## src/inc/xcvr_ctl_pkg.sv

```systemverilog
// Behaviour
// - In four-wire mode both line transmitter and receiver enables stay active regardless of dtr and ready.
// - After reset and until another mode is loaded the block runs in four-wire mode.
// - The dtr line is active low: asserted is a low level, unasserted a high level.
// - In two-wire echo mode the transmitter is off while dtr is asserted and on while it is unasserted.
// - In two-wire echo mode the receiver stays enabled so the port hears its own bytes.
// - In two-wire dtr-controlled mode the transmitter is on while dtr is unasserted and the receiver is on only while dtr is asserted.
// - In auto mode the transmitter is enabled while the controller's transmit-ready line is asserted.
// - In auto mode the receiver is off whenever the transmitter is on and on while transmit-ready is unasserted.
// - Mode select codes are 128 four-wire, 129 echo, 130 dtr-controlled, 131 auto, carried as 32 bits.
// - The configured mode is loaded into the enable logic on each port open with no other step.
package xcvr_ctl_pkg;

    // ----------------------------------------
    // mode select codes
    // ----------------------------------------
    localparam int MODE_W = 32;
    localparam logic [MODE_W-1:0] MODE_FOUR_WIRE = 32'h0000_0080;
    localparam logic [MODE_W-1:0] MODE_DTR_ECHO = 32'h0000_0081;
    localparam logic [MODE_W-1:0] MODE_DTR_CTRL = 32'h0000_0082;
    localparam logic [MODE_W-1:0] MODE_TX_AUTO = 32'h0000_0083;

    typedef enum logic [1:0] {
        XM_FOUR_WIRE = 2'b00,
        XM_DTR_ECHO = 2'b01,
        XM_DTR_CTRL = 2'b10,
        XM_TX_AUTO = 2'b11
    } xcvr_mode_t;

    // ----------------------------------------
    // signal groups
    // ----------------------------------------
    typedef struct packed {
        logic dtr_n;
        logic tx_ready_line;
    } ctl_in_t;

    typedef struct packed {
        logic tx_en;
        logic rx_en;
    } line_en_t;

    typedef struct packed {
        xcvr_mode_t mode;
        ctl_in_t sync1;
        ctl_in_t sync2;
        line_en_t en;
    } xcvr_state_t;

    localparam line_en_t EN_RESET = 2'b11;

endpackage

```

## src/rtl/xcvr_enable_ctl.sv

```systemverilog
`timescale 1ns/1ps
`default_nettype none
module xcvr_enable_ctl
    import xcvr_ctl_pkg::*;
(
    input wire logic clk,
    input wire logic rst,
    input wire logic port_open,
    input wire logic [MODE_W-1:0] mode_sel,
    input wire logic dtr_n,
    input wire logic tx_ready_line,
    output logic line_tx_en,
    output logic line_rx_en,
    output logic mode_bad
);

    // ----------------------------------------
    // state
    // ----------------------------------------
    xcvr_state_t st_r;
    xcvr_state_t st_nxt;
    logic bad_r;
    logic bad_nxt;

    // check a mode code against the four known codes; false marks an unknown code
    function automatic logic code_ok(input logic [MODE_W-1:0] c);
        code_ok = (c == MODE_FOUR_WIRE) || (c == MODE_DTR_ECHO) ||
                  (c == MODE_DTR_CTRL) || (c == MODE_TX_AUTO);
    endfunction

    // enables for a mode from synchronised inputs
    function automatic line_en_t enables(input xcvr_mode_t m, input ctl_in_t s);
        line_en_t e;
        e = EN_RESET;
        case (m)
            XM_FOUR_WIRE: begin
                e = EN_RESET;
            end
            XM_DTR_ECHO: begin
                e.tx_en = s.dtr_n;
                e.rx_en = 1'b1;
            end
            XM_DTR_CTRL: begin
                e.tx_en = s.dtr_n;
                e.rx_en = ~s.dtr_n;
            end
            XM_TX_AUTO: begin
                e.tx_en = s.tx_ready_line;
                e.rx_en = ~s.tx_ready_line;
            end
            default: begin
                e = EN_RESET;
            end
        endcase
        enables = e;
    endfunction

    // ----------------------------------------
    // next state
    // ----------------------------------------
    always_comb begin
        st_nxt = st_r;
        bad_nxt = bad_r;
        st_nxt.sync1.dtr_n = dtr_n;
        st_nxt.sync1.tx_ready_line = tx_ready_line;
        st_nxt.sync2 = st_r.sync1;
        // load mode on each open; unknown codes keep the old mode
        if (port_open) begin
            if (code_ok(mode_sel)) begin
                st_nxt.mode = xcvr_mode_t'(mode_sel[1:0]);
                bad_nxt = 1'b0;
            end else begin
                bad_nxt = 1'b1;
            end
        end
        st_nxt.en = enables(st_r.mode, st_r.sync2);
    end

    // registers, reset to four-wire with both enables on
    always_ff @(posedge clk or posedge rst) begin
        if (rst) begin
            st_r <= '{mode: XM_FOUR_WIRE, sync1: 2'b11, sync2: 2'b11, en: EN_RESET};
            bad_r <= 1'b0;
        end else begin
            st_r <= st_nxt;
            bad_r <= bad_nxt;
        end
    end

    assign line_tx_en = st_r.en.tx_en;
    assign line_rx_en = st_r.en.rx_en;
    assign mode_bad = bad_r;
endmodule
`default_nettype wire

```

## config.mk

```make
export PLATFORM = sky130hd
export DESIGN_NAME = xcvr_enable_ctl
export DESIGN_NICKNAME = d
export VERILOG_FILES = /design/src/inc/xcvr_ctl_pkg.sv /design/src/rtl/xcvr_enable_ctl.sv
export SDC_FILE = /design/constraint.sdc
export NUM_CORES = 1
export LEC_CHECK = 0
export BUFFER_PORTS_ARGS = -buffer_cell sky130_fd_sc_hd__buf_2
export CORE_AREA = 10 10 47 49
export CTS_BUF_LIST = sky130_fd_sc_hd__clkbuf_8 sky130_fd_sc_hd__clkbuf_16
export DETAILED_ROUTE_END_ITERATION = 7
export DIE_AREA = 0 0 57 59
export PLACE_DENSITY_LB_ADDON = 0.15
export SLEW_MARGIN = 20
export SYNTH_ARGS = -nofsm -noshare
export SYNTH_HDL_FRONTEND = slang
export SYNTH_SLANG_ARGS = --single-unit
```

## constraint.sdc

```tcl
create_clock -name clk -period 2.6 [get_ports clk]
set_clock_uncertainty 0.1 [all_clocks]
set_input_delay 0.52 -clock clk [delete_from_list [all_inputs] [get_ports clk]]
set_output_delay 0.52 -clock clk [all_outputs]
set_load 0.1 [all_outputs]
```

==> Word-level counts from Yosys, hierarchy flattened <==
Index checks and enable logic that the tools add are counted.
{ "word_totals": {"wordCells": 24, "output_inout_bits": 3, "regBits": 9, "inputBits": 37} }
{ "op_classes": {"bitwise_logic": 2, "n_reduce_logical": 5, "n_eq_ne": 7, "muxes": 2} }
{ "op_table": {"columns": ["cell", "count"], "rows": [
  ["$eq A32 B8 Y1 const B", 4],
  ["$pmux W2 S4", 1],
  ["$eq A2 B2 Y1 const B", 2],
  ["$logic_or A1 B1 Y1", 3],
  ["$eq A2 B1 Y1 const B", 1],
  ["$logic_not A2 Y1", 1],
  ["$not A1 Y1", 2],
  ["$reduce_and A2 Y1", 1],
  ["$mux W1", 1]
]} }

==> Longest topological paths before layout <==
{ "logic_depth": {"ltp_word": 5, "ltp_mapped": 4, "mapped_depth_nobuf": 4} }

==> Least setup slack after synthesis <==
OpenSTA, ideal clock, no wires.
{ "synth_timing": {"kind": "input port to flip-flop", "from": "input mode_sel[11]", "to": "register st_r[6] (netlist bit)", "n_path_buf": 0, "setup_slack_ps": 998, "setup_time_ps": 128, "t_required_ps": 2372, "t_arrival_ps": 1374, "stages": 4, "cell_sequence": "nor4_1 > nand4_1 > nor2_2 > mux2_1"} }
{ "synth_between": {"elab_chain_cells": 5, "elab_cells_between_ends": 8, "cone_classes": "eq/ne (4); reduce/logical (4)"} }
{ "synth_rtl": {"columns": ["item", "line_no", "text"], "rows": [
  ["start: declaration", "xcvr_enable_ctl.sv:9", "input wire logic [MODE_W-1:0] mode_sel,"],
  ["$eq A32 B8 Y1", "xcvr_enable_ctl.sv:27", "code_ok = (c == MODE_FOUR_WIRE) || (c == MODE_DTR_ECHO) ||"],
  ["$logic_or A1 B1 Y1 (2 in series)", "xcvr_enable_ctl.sv:27", null],
  ["$logic_or A1 B1 Y1 (*)", "xcvr_enable_ctl.sv:28", "(c == MODE_DTR_CTRL) || (c == MODE_TX_AUTO);"],
  ["$reduce_and A2 Y1 (no line) (*)", null, null],
  ["end signal: assignment", "xcvr_enable_ctl.sv:82", "st_r <= '{mode: XM_FOUR_WIRE, sync1: 2'b11, sync2: 2'b11, en: EN_RESET};"],
  ["end signal: assignment", "xcvr_enable_ctl.sv:85", "st_r <= st_nxt;"],
  ["end: declaration", "xcvr_enable_ctl.sv:20", "xcvr_state_t st_r;"]
]} }
Every way passes the cells marked *; elsewhere a longest branch is shown, timed or not.
A chain may end at the register's enable or synchronous reset.

==> Worst setup path in the final report <==
{ "layout_timing": {"from": "register st_r (netlist bit line_tx_en)", "to": "output line_tx_en"} }
{ "layout_rtl": {"columns": ["item", "line_no", "text"], "rows": [
  ["end: declaration", "xcvr_enable_ctl.sv:12", "output logic line_tx_en,"]
]} }
No word-level cell between the ends.

==> flow_metrics.tcl <==
set metrics [dict create \
    drt-pass1-iter-count 4 \
    arrival_ns 1.14 \
    root_buffer "clkbuf_8" \
    crit_path_start_kind "flip-flop" \
    cts_resized 0 \
    synth_cell_types 14 \
    cts_buffers 3 \
    via_per_inst 4.500 \
    cp.required_ns 1.98 \
    dp_hpwl_um 1158 \
    synth_warnings 0 \
    area_growth_pct 68.42 \
    postLayoutCellArea_um2 640.6 \
    ant_nets 0 \
    grt_util_met2 0.1240 \
    drive_gt1_frac 0.7083 \
    tightest_slew_ns 0.4904 \
    gp_congestion 0.6395 \
    hold_path_class "in -> async" \
    synth_top_area_frac 0.4145 \
    endpoint "line_tx_en" \
    core_um2 1401 \
    clock-sinks 9 \
    status "completed" \
    finalMaxSlewViolations 0 \
    initial_utilization 0.2714 \
    crit_slowest_cell "dfstp_2" \
    reg2reg_depth 2 \
    syn-num-nets 66 \
    fp.dieW_um 57 \
    top_usage_layer "met2" \
    ys_seq_elements 9 \
    synth_area_leader_cell "dfstp_2" \
    cp_top_family "flip-flops" \
    grt_setup_unrepaired "false" \
    antenna_found_initial 0 \
    nFillCells 148 \
    drv_cap 0 \
    vias 396 \
    first_iter_violations 4 \
    grt_pass1_wl_um 1918 \
    overflow 0 \
    drc_errors 0 \
    crit_type "reg -> out" \
    timing.final.hold_violations 0 \
    gr-usage-all-layers 0.07162 \
    irDropWorstVdd_v 0.0003004 \
    avgRoutedWirePerCell_um 14.48 \
    met3_usage 0.03004 \
    rr_endpoint "line_rx_en" \
    portBuffers 39 \
    htreeDepth 1 \
    timing.critical_path.buf_inv 1 \
    fin_nets 110 \
    cts_tree "done" \
    cp_cell_sequence "buf_2" \
    design_power_total_uw 333.2 \
    use_met1 0.07457 \
    dieArea_um2 3363 \
    seq_area_frac_synth 0.6118 \
    cts_setup_buffers 0 \
    syn_area_um2 380.4 \
    path_depth 1 \
    worst-r2r-setup-slack_ns 1.69 \
    synth_area_leaders "dfstp_2 41%, dfrtp_1 20%, nor4_1 8.2%" \
    postCtsHoldBufs 0 \
    period_share 0.6784 \
    min_period_ns 1.764 \
    clk_path_buf_depth 2 \
    report.final.setup_viol 0 \
    antenna_cells 0 \
    leakagePower_uw 0.0003094 \
    clock_latency_ns 0.23 \
    syn_avg_cell_area_um2 13.12 \
    clk_pin_slew_ns 0.04 \
    maxSlewHeadroom 0.6753 \
    cp-end-kind "primary output" \
    ios 40 \
    dpl-instance-area_um2 595.6 \
    crit_start "line_tx_en" \
    grt_pass1_vias 438 \
    cpPeakStageDelay_ns 0.50 \
    synth_cells 29 \
    crit_path_max_fanout 1 \
    p_per_area_nw_per_um2 520.2 \
    row_count 14 \
    die_y_um 59 \
    totalWireLength_um 1274 \
    max_freq_mhz 567.0 \
    r2r-start "st_r[3]" \
    grt_max_degree 10 \
    setup_tns_ns 0 \
]
==> layout by cell type, fill, tap and decap left out <==
master    instances
dfstp_2           6
nand4_1           2
nor3_1            1
mux2i_1           1
buf_2            39
nor2_1            2
a21oi_1           1
inv_1             2
nor4_1            5
nor3b_1           1
nor4b_2           2
dfrtp_1           3
nand2b_1          1
nor2_2            1
clkbuf_8          3
mux2_1            2
==> Yosys cell counts <==
cell type and number:
nor3b_1 1, mux2_1 2, a21oi_1 1, nor4_1 5, mux2i_1 1, dfrtp_1 3, nand4_1 2, nor3_1 1
dfstp_2 6, nor4b_2 2, nand2b_1 1, nor2_1 2, nor2_2 1, inv_1 1
==> stage by stage <==
step | std cells | worst slack, ns | util | hold slack [ns]
detailed placement | 84 | 0.8049 | 0.4250 | 0.2488
global placement | 84 | 0.8102 | 0.4250 | 0.2471
finish | 88 | 0.8362 | 0.4571 | 0.1327
floorplan | 29 | 0.9985 | - | 0.2436
global route | 88 | 0.8091 | 0.4571 | 0.1575
CTS | 88 | 0.8255 | 0.4571 | 0.1454
==> worst min path at each step <==
stage	from	to	slack, ns	cells after the start
final	rst	mode_bad	0.13	2
after global routing	rst	mode_bad	0.16	2
after CTS	rst	mode_bad	0.15	2
after detailed placement	st_nxt[2]	st_r[2]	0.25	0
after global placement	st_nxt[3]	st_r[3]	0.25	0
after floorplan	rst	mode_bad	0.24	1
==> metal layers <==
layer  part of all wire  routed length [um]
met1               0.42                 537
met2               0.49                 620
met3              0.090                 115
met5                  0                   0
met4                  0                   0
==> layout make-up <==
type | instances | area [um^2] | area share
clock inverter | 1 | 3.754 | 0.005859
timing repair buffer | 39 | 195.2 | 0.3047
multi-input combinational | 19 | 143.9 | 0.2246
tap | 16 | 20.02 | 0.03125
inverter | 1 | 3.754 | 0.005859
sequential | 9 | 232.7 | 0.3633
clock buffer | 3 | 41.29 | 0.06445
==> report_power, final <==
group	internal [uW]	total [uW]	switching, uW
registers	146	147	1.01
logic	21.8	33.5	11.8
clock network	102	152	49.9
total	270	333	62.7
==> kinds of logic after synthesis <==
family,count (synthesis),share of synthesized area
AOI/OAI and AO/OA,1,0.01315
DFF,9,0.6118
buffers and inverters,1,0.009859
muxes,3,0.08552
and+or+nand+nor,15,0.2796
==> flip-flops by register name, indices dropped and copies added, names as in the netlist <==
signal      count
st_r            4
st_nxt          2
line_rx_en      1
line_tx_en      1
mode_bad        1
Note: power is estimated with default switching activity, not from simulation.
